$ cat config.mk
export PLATFORM = sky130hd
export DESIGN_NAME = emb_sequencer
export DESIGN_NICKNAME = d
export VERILOG_FILES = /design/src/verilog/emb_buf2.v /design/src/verilog/emb_sequencer.v
export VERILOG_INCLUDE_DIRS = /design/src /design/src/verilog
export SDC_FILE = /design/constraint.sdc
export NUM_CORES = 1
export LEC_CHECK = 0
export BUFFER_PORTS_ARGS = -buffer_cell sky130_fd_sc_hd__buf_2
export CAP_MARGIN = 10
export CORE_UTILIZATION = 36
export DETAILED_ROUTE_END_ITERATION = 6
export GPL_TIMING_DRIVEN = 0
export PLACE_DENSITY_LB_ADDON = 0.08
export SLEW_MARGIN = 10
export SYNTH_ARGS = -nofsm -noshare
export SYNTH_HDL_FRONTEND = slang
export SYNTH_SLANG_ARGS = --single-unit
export TNS_END_PERCENT = 1
$ cat constraint.sdc
create_clock -name core_clk_i -period 10.7 [get_ports core_clk_i]
set_clock_uncertainty 0.15 [all_clocks]
set_input_delay 2.14 -clock core_clk_i [delete_from_list [all_inputs] [get_ports core_clk_i]]
set_output_delay 2.14 -clock core_clk_i [all_outputs]
set_load 0.05 [all_outputs]
$ cat src/verilog/emb_defines.vh
// constants for the external memory bus access sequencer
//
// How it works
// every access starts on a bus clock rising edge; insert an alignment cycle otherwise
// alignment cycles keep all strobes and controls inactive
// with ready_use_enable at 0 the ready pin is ignored completely
// the address bus holds the last address between accesses and during alignment
// synchronous ready: first sample at lead plus active cycles from access start
// asynchronous ready: first sample two cycles before lead plus active
// ready high at a sample ends the active phase; low resamples every timing cycle
// zone select falls on a bus clock rising edge at access start
// a valid address is placed on a bus clock rising edge at access start
// for a write, read_not_write falls at access start and rises at its end
// read strobe falls at active start and rises at trail start
// write data is driven from write strobe low through the trail phase
// the data bus is released once read_not_write is back high
// zone select rises at the end of the access
// write strobe falls at active start and rises at trail start
// phases are counted in timing clock cycles; strobes change on its edges
// at half-rate bus clock even counts align to rising, odd to falling edges
// ready_sampling_mode 0 selects synchronous, 1 asynchronous ready sampling
// lead is at least one cycle; active and trail may be zero
`ifndef EMB_DEFINES_VH
`define EMB_DEFINES_VH

// register offsets (byte addresses)
`define EMB_OFS_CFG        4'h0
`define EMB_OFS_STATUS     4'h4
`define EMB_OFS_RDATA      4'h8
`define EMB_OFS_ADDR       4'hc

// configuration fields
`define EMB_CFG_RD_LEAD    1:0
`define EMB_CFG_RD_ACT     4:2
`define EMB_CFG_RD_TRAIL   6:5
`define EMB_CFG_WR_LEAD    8:7
`define EMB_CFG_WR_ACT     11:9
`define EMB_CFG_WR_TRAIL   13:12
`define EMB_CFG_USE_RDY    14
`define EMB_CFG_RDY_MODE   15
`define EMB_CFG_DOUBLER    16
`define EMB_CFG_CLK_HALF   17
`define EMB_CFG_RST        32'h0000_3fff

// timing clock divider: core cycles per timing clock cycle
`define EMB_TIM_DIV        2

// sequencer states
`define EMB_ST_IDLE        3'h0
`define EMB_ST_ALIGN       3'h1
`define EMB_ST_LEAD        3'h2
`define EMB_ST_ACT         3'h3
`define EMB_ST_TRAIL       3'h4

`endif

$ cat src/verilog/emb_buf2.v
// two-entry request buffer with valid/ready on both sides
module emb_buf2 #(
   parameter W = 36
) (
   // clock and reset
   input  wire         core_clk_i,
   input  wire         rst_n_i,
   // fill side
   input  wire         in_valid_i,
   output wire         in_ready_o,
   input  wire [W-1:0] in_data_i,
   // drain side
   output wire         out_valid_o,
   input  wire         out_ready_i,
   output wire [W-1:0] out_data_o
);
   reg [W-1:0] ent0_q;
   reg [W-1:0] ent1_q;
   reg         wptr_q;
   reg         rptr_q;
   reg [1:0]   cnt_q;

   wire push = in_valid_i & in_ready_o;
   wire pop  = out_valid_o & out_ready_i;

   assign in_ready_o  = (cnt_q != 2'h2);
   assign out_valid_o = (cnt_q != 2'h0);
   assign out_data_o  = rptr_q ? ent1_q : ent0_q;

   always @(posedge core_clk_i)
   begin
      if (!rst_n_i)
      begin
         ent0_q <= {W{1'b0}};
         ent1_q <= {W{1'b0}};
         wptr_q <= 1'b0;
         rptr_q <= 1'b0;
         cnt_q  <= 2'h0;
      end
      else
      begin
         if (push)
         begin
            if (wptr_q)
               ent1_q <= in_data_i;
            else
               ent0_q <= in_data_i;
            wptr_q <= ~wptr_q;
         end
         if (pop)
            rptr_q <= ~rptr_q;
         if (push && !pop)
            cnt_q <= cnt_q + 2'h1;
         else if (pop && !push)
            cnt_q <= cnt_q - 2'h1;
      end
   end
endmodule

$ cat src/verilog/emb_sequencer.v
// external memory bus access sequencer: lead/active/trail timing, ready, bus clock
//
// The plain strobed port and the address map were left to the implementer.
`include "emb_defines.vh"

module emb_sequencer #(
   parameter AW      = 19,
   parameter DW      = 16,
   parameter TIM_DIV = `EMB_TIM_DIV
) (
   // clock and reset
   input  wire          core_clk_i,
   input  wire          rst_n_i,
   // register port
   input  wire [3:0]    reg_addr_i,
   input  wire [31:0]   reg_wdata_i,
   input  wire          reg_wr_i,
   input  wire          reg_rd_i,
   output reg  [31:0]   reg_rdata_o,
   // access requests
   input  wire          req_valid_i,
   output wire          req_ready_o,
   input  wire          req_write_i,
   input  wire [AW-1:0] req_addr_i,
   input  wire [DW-1:0] req_wdata_i,
   // read results
   output reg           rsp_valid_o,
   output reg  [DW-1:0] rsp_data_o,
   // external bus pins
   output reg           ext_bus_clock_out_o,
   output reg           zone_select_n_o,
   output reg           read_strobe_n_o,
   output reg           write_strobe_n_o,
   output reg           read_not_write_o,
   output reg  [AW-1:0] ext_address_bus_o,
   output reg  [DW-1:0] ext_data_bus_o,
   output reg           ext_data_bus_oe_o,
   input  wire [DW-1:0] ext_data_bus_i,
   input  wire          ext_ready_in_i
);
   localparam BW = 1 + AW + DW;

   // configuration
   reg  [31:0]   cfg_q;
   wire          use_rdy   = cfg_q[`EMB_CFG_USE_RDY];
   wire          rdy_async = cfg_q[`EMB_CFG_RDY_MODE];
   wire          dbl       = cfg_q[`EMB_CFG_DOUBLER];
   wire          clk_half  = cfg_q[`EMB_CFG_CLK_HALF];

   // timing clock enable and bus clock
   reg  [7:0]    div_q;
   reg           half_q;
   wire          tick   = (div_q == TIM_DIV - 1);
   wire [7:0]    div_d  = tick ? 8'h00 : div_q + 8'h01;
   wire          half_d = half_q ^ tick;

   // pin synchronisers
   reg           rdy_s1_q;
   reg           rdy_s2_q;
   reg  [DW-1:0] dat_s1_q;
   reg  [DW-1:0] dat_s2_q;
   reg           hist1_q;
   reg           hist2_q;

   // sequencer
   reg  [2:0]    state_q;
   reg  [7:0]    el_q;
   reg  [7:0]    trail_end_q;
   reg           cur_wr_q;
   reg  [AW-1:0] cur_addr_q;
   reg  [DW-1:0] cur_data_q;
   reg           rd_cap_q;

   // request buffer
   wire          buf_valid;
   wire [BW-1:0] buf_data;
   wire          buf_wr   = buf_data[BW-1];
   wire [AW-1:0] buf_addr = buf_data[BW-2:DW];
   wire [DW-1:0] buf_wdat = buf_data[DW-1:0];
   wire          pop = tick & buf_valid & (state_q == `EMB_ST_IDLE);

   emb_buf2 #(
      .W (BW)
   ) u_req_buf (
      .core_clk_i  (core_clk_i),
      .rst_n_i     (rst_n_i),
      .in_valid_i  (req_valid_i),
      .in_ready_o  (req_ready_o),
      .in_data_i   ({req_write_i, req_addr_i, req_wdata_i}),
      .out_valid_o (buf_valid),
      .out_ready_i (pop),
      .out_data_o  (buf_data)
   );

   // phase lengths of the access in flight
   wire [1:0] f_lead = cur_wr_q ? cfg_q[`EMB_CFG_WR_LEAD]  : cfg_q[`EMB_CFG_RD_LEAD];
   wire [2:0] f_act  = cur_wr_q ? cfg_q[`EMB_CFG_WR_ACT]   : cfg_q[`EMB_CFG_RD_ACT];
   wire [1:0] f_trl  = cur_wr_q ? cfg_q[`EMB_CFG_WR_TRAIL] : cfg_q[`EMB_CFG_RD_TRAIL];
   wire [1:0] lead_b = (f_lead == 2'h0) ? 2'h1 : f_lead;
   wire [7:0] lead_n = dbl ? {5'h00, lead_b, 1'b0} : {6'h00, lead_b};
   wire [7:0] act_n  = dbl ? {4'h0, f_act, 1'b0}   : {5'h00, f_act};
   wire [7:0] trl_n  = dbl ? {5'h00, f_trl, 1'b0}  : {6'h00, f_trl};
   wire [7:0] la_n   = lead_n + act_n;

   // cycles of the access completed after this tick, saturating during long waits
   wire [7:0] p = (el_q == 8'hff) ? 8'hff : el_q + 8'h01;

   // async samples are taken two timing cycles ahead of the decision point
   wire rdy_smp  = rdy_async ? hist2_q : rdy_s2_q;
   wire rdy_ok   = ~use_rdy | rdy_smp;
   wire lead_done = (p >= lead_n);
   wire act_done  = lead_done & (p >= la_n) & rdy_ok;

   // next timing cycle is even, so its start is a bus clock rising edge
   wire aligned = ~clk_half | half_q;
   wire start   = tick & (((state_q == `EMB_ST_IDLE) & buf_valid & aligned) |
                          (state_q == `EMB_ST_ALIGN));
   wire in_acc  = (state_q == `EMB_ST_LEAD) | (state_q == `EMB_ST_ACT) |
                  (state_q == `EMB_ST_TRAIL);

   // divider, bus clock and synchronisers
   always @(posedge core_clk_i)
   begin
      if (!rst_n_i)
      begin
         div_q               <= 8'h00;
         half_q              <= 1'b0;
         ext_bus_clock_out_o <= 1'b0;
         rdy_s1_q            <= 1'b0;
         rdy_s2_q            <= 1'b0;
         dat_s1_q            <= {DW{1'b0}};
         dat_s2_q            <= {DW{1'b0}};
         hist1_q             <= 1'b0;
         hist2_q             <= 1'b0;
      end
      else
      begin
         div_q  <= div_d;
         half_q <= half_d;
         // full rate: high in the first half of each timing cycle; half rate: even cycles
         if (clk_half)
            ext_bus_clock_out_o <= ~half_d;
         else
            ext_bus_clock_out_o <= (div_d < TIM_DIV / 2);
         rdy_s1_q <= ext_ready_in_i;
         rdy_s2_q <= rdy_s1_q;
         dat_s1_q <= ext_data_bus_i;
         dat_s2_q <= dat_s1_q;
         if (tick)
         begin
            hist1_q <= rdy_s2_q;
            hist2_q <= hist1_q;
         end
      end
   end

   // access sequencer
   always @(posedge core_clk_i)
   begin
      if (!rst_n_i)
      begin
         state_q           <= `EMB_ST_IDLE;
         el_q              <= 8'h00;
         trail_end_q       <= 8'h00;
         cur_wr_q          <= 1'b0;
         cur_addr_q        <= {AW{1'b0}};
         cur_data_q        <= {DW{1'b0}};
         rd_cap_q          <= 1'b0;
         zone_select_n_o   <= 1'b1;
         read_strobe_n_o   <= 1'b1;
         write_strobe_n_o  <= 1'b1;
         read_not_write_o  <= 1'b1;
         ext_address_bus_o <= {AW{1'b0}};
         ext_data_bus_o    <= {DW{1'b0}};
         ext_data_bus_oe_o <= 1'b0;
         rsp_valid_o       <= 1'b0;
         rsp_data_o        <= {DW{1'b0}};
      end
      else
      begin
         // the synchronised bus lags the pin by two cycles, so the word is taken one cycle late
         rd_cap_q    <= 1'b0;
         rsp_valid_o <= rd_cap_q;
         if (rd_cap_q)
            rsp_data_o <= dat_s2_q;
         // release only after read_not_write is seen high, never in the same edge
         if (read_not_write_o)
            ext_data_bus_oe_o <= 1'b0;
         if (pop)
         begin
            cur_wr_q   <= buf_wr;
            cur_addr_q <= buf_addr;
            cur_data_q <= buf_wdat;
         end
         if (start)
         begin
            state_q         <= `EMB_ST_LEAD;
            el_q            <= 8'h00;
            zone_select_n_o <= 1'b0;
            if (state_q == `EMB_ST_IDLE)
            begin
               ext_address_bus_o <= buf_addr;
               read_not_write_o  <= ~buf_wr;
            end
            else
            begin
               ext_address_bus_o <= cur_addr_q;
               read_not_write_o  <= ~cur_wr_q;
            end
         end
         else if (tick)
         begin
            if (in_acc)
               el_q <= p;
            case (state_q)
               `EMB_ST_IDLE:
               begin
                  // strobes already inactive; the address bus is left alone
                  if (buf_valid)
                     state_q <= `EMB_ST_ALIGN;
               end
               `EMB_ST_LEAD, `EMB_ST_ACT:
               begin
                  if (act_done)
                  begin
                     read_strobe_n_o  <= 1'b1;
                     write_strobe_n_o <= 1'b1;
                     if (!cur_wr_q)
                        rd_cap_q <= 1'b1;
                     if (trl_n == 8'h00)
                     begin
                        state_q          <= `EMB_ST_IDLE;
                        zone_select_n_o  <= 1'b1;
                        read_not_write_o <= 1'b1;
                     end
                     else
                     begin
                        state_q     <= `EMB_ST_TRAIL;
                        trail_end_q <= p + trl_n;
                     end
                  end
                  else if (lead_done && state_q == `EMB_ST_LEAD)
                  begin
                     state_q <= `EMB_ST_ACT;
                     if (cur_wr_q)
                     begin
                        write_strobe_n_o  <= 1'b0;
                        ext_data_bus_o    <= cur_data_q;
                        ext_data_bus_oe_o <= 1'b1;
                     end
                     else
                        read_strobe_n_o <= 1'b0;
                  end
               end
               `EMB_ST_TRAIL:
               begin
                  // write data stays driven here until read_not_write rises
                  if (p >= trail_end_q)
                  begin
                     state_q          <= `EMB_ST_IDLE;
                     zone_select_n_o  <= 1'b1;
                     read_not_write_o <= 1'b1;
                  end
               end
               default:
                  state_q <= `EMB_ST_IDLE;
            endcase
         end
      end
   end

   // register port
   always @(posedge core_clk_i)
   begin
      if (!rst_n_i)
      begin
         cfg_q       <= `EMB_CFG_RST;
         reg_rdata_o <= 32'h0000_0000;
      end
      else
      begin
         if (reg_wr_i && reg_addr_i == `EMB_OFS_CFG)
            cfg_q <= reg_wdata_i;
         if (reg_rd_i)
         begin
            case (reg_addr_i)
               `EMB_OFS_CFG:
                  reg_rdata_o <= cfg_q;
               `EMB_OFS_STATUS:
                  reg_rdata_o <= {26'h0000000, req_ready_o, buf_valid, in_acc, state_q};
               `EMB_OFS_RDATA:
                  reg_rdata_o <= {{(32 - DW){1'b0}}, rsp_data_o};
               `EMB_OFS_ADDR:
                  reg_rdata_o <= {{(32 - AW){1'b0}}, ext_address_bus_o};
               default:
                  reg_rdata_o <= 32'h0000_0000;
            endcase
         end
         else
            reg_rdata_o <= 32'h0000_0000;
      end
   end
endmodule

==> results.json, run 1 <==
{
  "p_sw_w": 0.000970,
  "gp_congestion": 0.862,
  "hp-class": "flop to flop",
  "finalHoldViolations": 0,
  "setup_tns_ns": 0,
  "status": "finished clean",
  "cap_violations": 0,
  "critPathSlowestCell": "a21boi_0",
  "ys.flop_type": "dfxtp_1",
  "fillers": 3403,
  "ir_worst_vdd_mv": 0.0901,
  "post_cts_buffers": 0,
  "final_cell_mix": "dfxtp_1 (299), nand2_1 (292), buf_2 (196)",
  "yosysWarnings": 0,
  "cts_buffer_depth": 3,
  "grtUsageTotal_pct": 21.0,
  "crit_path_cell_trace": "clkbuf_1 > clkbuf_1 > o21ai_0 > nor2_1 > ha_1 > inv_1 > fa_1 > xor2_1 > ha_1 > nand2_1 > o21ai_0 > a31oi_1 > a21boi_0 > clkbuf_2 > o21ai_0 > a21oi_1",
  "mostFrequentLayoutCell": "dfxtp_1",
  "fin_util_pct": 44.7,
  "final_nets": 1727,
  "leakagePower_nw": 5.78,
  "use_met3_pct": 3.05,
  "antenna_found_initial": 0,
  "drc": 0,
  "cp_max_fo": 10,
  "port_buffers": 183,
  "syn-num-nets": 1507,
  "rows": 66,
  "cts.sinks": 299,
  "p_comb_share_pct": 21.5,
  "gr-total-overflow": 0,
  "layout.cells.non_filler": 2071,
  "cts_tree": "built",
  "dp.cells": 2010,
  "crit_top_cell": "o21ai_0",
  "core_mm2": 0.0328,
  "grt_pass1_vias": 9528,
  "relSlewSlack_pct": 32.1,
  "wl_per_cell_um": 17.4,
  "crit_type": "flop to flop",
  "ys_types": 68,
  "cts-resized-gates": 0,
  "synth_area_mm2": 0.0121,
  "min_period_over_period_pct": 47.5,
  "seq_area_frac_synth_pct": 49.6,
  "seqPwrFrac_pct": 41.3,
  "p_clk_share_pct": 37.3,
  "clk_pin_slew_worst_paths_ns": 0.06,
  "worst_setup_path_start_kind": "flop",
  "drt_pass1_iterations": 7,
  "via_count": 10200,
  "cp_top_family": "compound AO/OA/AOI/OAI gates",
  "synth_area_per_cell_um2": 8.71,
  "busiest_layer": "met2",
  "ioPinCount": 185,
  "routed_wirelength_mm": 36.1,
  "p_int_w": 0.00214,
  "ys_seq_elements": 299,
  "cts_buffers": 35,
  "netSwitchingFraction_pct": 31.2,
  "vias_per_cell": 4.91,
  "htree_levels": 2,
  "setup_violations": 0,
  "dieArea_mm2": 0.0342,
  "grt_first_pass_wirelength_mm": 54.7,
  "clockRootBuffer": "clkbuf_16",
  "crit_buf_inv": 4,
  "max_stage_delay_ns": 0.89,
  "end_kind": "flop",
  "syn_inst": 1385,
  "post-route-min-period_ns": 5.08,
  "drtIter0Drc": 649,
  "synthToLayoutAreaGrowth_pct": 21.6,
  "drive_above_1_share_pct": 17.6,
  "worstMarginPinSlew_ns": 1.01,
  "async_reset_ff_share_pct": 0,
  "grt_max_degree": 14,
  "crit_arrival_ns": 5.35,
  "clk_latency_ns": 0.51,
  "initial_utilization_pct": 36.8,
  "synth-edff-count": 0,
  "die_h_um": 185,
  "met2_usage_pct": 33.8,
  "hpwl_mm": 27.2,
  "ant_nets": 0,
  "cts_hold_buf": 0,
  "required_ns": 10.98,
  "gr-usage-met1_pct": 29.6,
  "slew_viol_final": 0,
  "rsz0062_at_grt": "false",
  "p_per_area_mw_per_mm2": 212,
  "fmax_ghz": 0.197,
  "die_w_um": 185
}
==> metal layers <==
| layer | vias to the layer above | part of all wire (%) |
|---|---|---|
| met5 | - | 0 |
| met4 | 0 | 1.5 |
| met3 | 42 | 4.6 |
| met2 | 240 | 46 |
| met1 | 4705 | 48 |
| li1 | 5181 | - |
==> worst register-to-register path, cell delays in order (launching register included) <==
cell      delay (ns)
dfxtp_1         0.30
clkbuf_1        0.32
clkbuf_1        0.55
o21ai_0         0.28
nor2_1          0.23
ha_1            0.20
inv_1           0.06
fa_1            0.39
xor2_1          0.18
ha_1            0.30
nand2_1         0.06
o21ai_0         0.19
a31oi_1         0.29
a21boi_0        0.89
clkbuf_2        0.36
o21ai_0         0.12
a21oi_1         0.15
==> synthesized netlist by cell type, drive strengths merged, types with 3 or more instances <==
cell	instances	area share, %
or3	4	0.22
a22oi	26	1.6
a31oi	5	0.31
mux2i	65	5.4
or2	3	0.16
buf	26	1.5
nor2	99	3.1
and2	50	2.6
nand2b	5	0.26
a211oi	43	2.7
mux2	4	0.37
o21ai	32	1.3
a21oi	168	7.0
nand3b	3	0.19
dfxtp	299	50
o211ai	21	1.3
nor3	6	0.33
nand4	3	0.16
o311ai	3	0.22
nand3	41	1.7
xor2	8	0.58
nand2	293	9.1
ha	26	2.7
nor2b	5	0.26
a21o	4	0.25
clkbuf	69	2.3
inv	19	0.59
and3	10	0.52
xnor2	12	0.87
==> metrics by stage <==
step	power [W]	cell area, um^2	hold slack (ns)	setup WS, ns
finish	0.00311	14700	0.282	5.62
global route	0.00327	14700	0.297	5.23
CTS	0.00315	14700	0.284	5.65
detailed placement	0.00198	13500	0.269	5.72
global placement	0.00197	13500	0.264	5.71
floorplan	0.00177	12100	0.262	6.83
==> power groups by stage <==
| stage | combinational (W) | sequential [W] | clock, W |
|---|---|---|---|
| 2_1_floorplan | 0.000437 | 0.00133 | 0 |
| 3_3_place_gp | 0.000668 | 0.00131 | 0 |
| 3_5_place_dp | 0.000674 | 0.00131 | 0 |
| 4_1_cts | 0.000676 | 0.00128 | 0.00119 |
| 5_1_grt | 0.000740 | 0.00130 | 0.00124 |
| 6_report | 0.000669 | 0.00128 | 0.00116 |
==> cell families after synthesis <==
logic type,Yosys count,synth area share [%]
and+or+nand+nor,533,19.5
AOI/OAI and AO/OA,321,16.2
DFF,299,49.6
buffers and inverters,115,4.41
muxes,69,5.77
adders and majority gates,28,3.03
xor gates and xnor gates,20,1.45
==> sequential cells by signal (all words and copies together), names as in the netlist, 2 cells and up <==
name               flops
state_q                3
trail_end_q            8
rsp_data_o            16
el_q                   8
cfg_q                 32
ext_data_bus_o        16
u_req_buf.ent1_q      36
cur_data_q            16
u_req_buf.ent0_q      36
u_req_buf.cnt_q        2
reg_rdata_o           32
ext_address_bus_o     19
cur_addr_q            19
div_q                  8
dat_s1_q              16
dat_s2_q              16
==> final timing paths <==
path / to / startpoint / slack (ns) / depth (start not counted)
worst max-delay path: ext_data_bus_o[12] / cur_wr_q / 5.62 / 16
worst min-delay path: dat_s2_q[15] / dat_s1_q[15] / 0.28 / 1
worst max register to register: ext_data_bus_o[12] / cur_wr_q / 5.62 / 16
worst min register to register: dat_s2_q[15] / dat_s1_q[15] / 0.28 / 1
==> final cells by class <==
| cell class | count | area, um^2 | area share (%) |
|---|---|---|---|
| Sequential cell | 299 | 5990 | 40.8 |
| Multi-Input combinational cell | 971 | 5550 | 37.8 |
| Clock buffer | 51 | 1060 | 7.20 |
| Timing Repair Buffer | 183 | 916 | 6.24 |
| Tap cell | 442 | 553 | 3.77 |
| Buffer | 96 | 460 | 3.14 |
| Clock inverter | 9 | 76.3 | 0.520 |
| Inverter | 19 | 71.3 | 0.486 |
| Antenna cell | 1 | 2.50 | 0.0171 |
Power figures use the tool's default switching activity.
==> run 2, diff against run 1 <==
ABC_AREA = 1   (was default)
clock period = 4.77 ns   (was 10.7 ns; I/O delays follow)
==> run 2 against run 1 <==
  * Total power up 130%
  * Clock-buffer cell count fell by 5
  * Global-route usage increased by 0.72 points
  * Non-clock buffer count down 8
  * First-iteration DRC count shrank 12%
  * Clock power is 130% higher
  * Critical path type unchanged
  * Critical endpoint is now ext_data_bus_o[4]
  * Largest cell class unchanged
  * Highest routed layer unchanged
==> results.json, run 2 <==
{
  "status": "finished clean",
  "synth_commonest_cells": "dfxtp_1 (299), nand2_1 (232), inv_1 (217)",
  "async_reset_ff_share_pct": 0,
  "leakagePower_nw": 6.61,
  "synth_xor_area_share_pct": 0.861,
  "drt_pass1_iterations": 5,
  "cts_buffer_depth": 3,
  "setup_tns_ns": 0,
  "wl_per_cell_um": 16.3,
  "fmax_ghz": 0.242,
  "cts_hold_buf": 0,
  "grt_pass1_vias": 10500,
  "core_mm2": 0.0334,
  "slew_viol_final": 0,
  "crit_arrival_ns": 4.37,
  "min_path_cells": 2,
  "synthToLayoutAreaGrowth_pct": 21.6,
  "crit_type": "flop to flop",
  "ys_seq_elements": 299,
  "clk_latency_ns": 0.51,
  "final_nets": 1922,
  "drtIter0Drc": 573,
  "finish.instance_area_mm2": 0.0148,
  "synth-simple-area-share_pct": 17.9,
  "final_cell_mix": "dfxtp_1 (299), nand2_1 (232), inv_1 (217)",
  "synth-adder-area-share_pct": 2.99,
  "seq_area_frac_synth_pct": 49.0,
  "top_regs": "u_req_buf.ent0_q (36), u_req_buf.ent1_q (36)",
  "timing.rr.end": "ext_data_bus_o[4]",
  "die_w_um": 186,
  "min_from": "dat_s1_q[13]",
  "min_period_over_period_pct": 86.6,
  "synth_mux_area_share_pct": 0.0820,
  "synth_area_mm2": 0.0122,
  "rsz0062_at_grt": "false",
  "synth-edff-count": 0,
  "worstMarginPinSlew_ns": 0.883,
  "synth_top_area_share_pct": 49.0,
  "ir_worst_vdd_mv": 0.251,
  "post-route-min-period_ns": 4.13,
  "ys_types": 44,
  "worst_setup_path_start_kind": "flop",
  "vias_per_cell": 4.82,
  "placed_area_mm2": 0.0137,
  "grtUsageTotal_pct": 21.7,
  "htree_levels": 2,
  "fillers": 3533,
  "seq_area_mm2": 0.00599,
  "initial_utilization_pct": 36.5,
  "ioPinCount": 185,
  "syn_inst": 1580,
  "cts_buffers": 35,
  "ant_nets": 0,
  "routed_wirelength_mm": 37.2,
  "clk_pin_slew_worst_paths_ns": 0.06,
  "yosysWarnings": 0,
  "synth_area_per_cell_um2": 7.73,
  "crit_path_start": "cur_wr_q",
  "port_buffers": 183,
  "cp-endpoint": "ext_data_bus_o[4]",
  "reg2reg_depth": 22,
  "grt_first_pass_wirelength_mm": 57.6,
  "finalHoldViolations": 0,
  "synth_top_family_by_area": "compound AO/OA/AOI/OAI gates",
  "post_cts_buffers": 0,
  "hp-class": "flop to flop",
  "via_count": 11000,
  "cp_max_fo": 10,
  "cap_violations": 0,
  "hpwl_mm": 28.2,
  "required_ns": 5.01,
  "cts.sinks": 299,
  "syn-num-nets": 1702,
  "timing.rr.start": "cur_wr_q",
  "clockRootBuffer": "clkbuf_16",
  "antenna_found_initial": 2,
  "relSlewSlack_pct": 41.1,
  "cts-resized-gates": 0,
  "grt_max_degree": 14,
  "mostFrequentLayoutCell": "dfxtp_1",
  "synth.area.top_cells": "dfxtp_1 (49%), o21ai_0 (7.3%), nand2_1 (7.1%)",
  "whs_ns": 0.260,
  "multiInputGateArea_mm2": 0.00497,
  "rows": 67,
  "p_per_area_mw_per_mm2": 486,
  "drive_above_1_share_pct": 16.3,
  "synth_compound_area_share_pct": 19.0,
  "end_kind": "flop",
  "gp_congestion": 0.870,
  "ys.flop_type": "dfxtp_1",
  "drc": 0,
  "setup_violations": 0,
  "gr-total-overflow": 0,
  "dieArea_mm2": 0.0347,
  "reg2reg_slack_ns": 0.64,
  "cts_tree": "built",
  "synth_top_area_cell": "dfxtp_1",
  "die_h_um": 186,
  "synth_most_common_cell": "dfxtp_1"
}
run 2: cell count changes after synthesis, moves of 50 or more:
cell / before / now
mux2i_1: 65 / 1
o21ai_0: 29 / 177
inv_1: 18 / 217
nand2_1: 292 / 232
and2_1: 50 / 0
nor2_1: 99 / 172
run 2: routing by layer:
metal  global-route usage, %  wire [um]
met1                    30.5      18000
met2                    34.1      16100
met3                    3.66       2250
met4                    6.26        840
met5                       0          0
run 2: power by group:
part	internal, W	switching [W]
clock	0.00162	0.00105
sequential	0.00277	0.000143
combinational	0.000454	0.00118
run 2: cells by family after synthesis:
| kind of cell | after synthesis |
|---|---|
| DFF | 299 |
| adders and majority gates | 28 |
| buffers and inverters | 317 |
| and+or+nand+nor | 508 |
| muxes | 1 |
| xor gates and xnor gates | 12 |
| AOI/OAI and AO/OA | 415 |
run 2: worst min-delay path by stage:
stage                   end
6_report       dat_s2_q[13]
5_1_grt         dat_s2_q[1]
4_1_cts        dat_s2_q[12]
3_5_place_dp   dat_s2_q[12]
3_3_place_gp   dat_s2_q[15]
2_1_floorplan   dat_s2_q[0]
run 2: metrics by stage:
stage | total power (W) | instances | util, % | worst slack [ns]
6_report | 0.00722 | 2275 | 44.4 | 0.640
5_1_grt | 0.00762 | 2272 | 44.3 | 0.249
4_1_cts | 0.00729 | 2272 | 44.3 | 0.612
3_5_place_dp | 0.00460 | 2211 | 40.9 | 0.646
3_3_place_gp | 0.00458 | 2211 | 40.9 | 0.628
2_1_floorplan | 0.00407 | 1580 | - | 1.41
run 2: layout make-up:
type / count / area share [%]
clock inverters: 15 / 1.09
well taps: 448 / 3.78
clock buffers: 46 / 6.65
diodes: 3 / 0.0506
multi-input cells: 964 / 33.5
plain buffers: 88 / 2.60
inverters: 229 / 5.81
repair buffers: 183 / 6.17
flip-flops and latches: 299 / 40.3
run 2: critical path, cell delays in order, from the launching register on:
cell and delay (ns):
dfxtp_1 0.30, clkbuf_1 0.33, clkbuf_1 0.40, o21ai_0 0.25, o21ai_0 0.38, inv_1 0.09, ha_1 0.28, a21oi_1 0.14
nor2_1 0.06, nor2_1 0.12, xor2_1 0.17, ha_1 0.26, nand2_1 0.06, inv_1 0.03, nand2_1 0.06, nand3_1 0.07
nand2_1 0.08, nand3_2 0.12, nand3_4 0.15, nand3b_4 0.15, buf_6 0.18, o21ai_1 0.14, a21oi_1 0.05
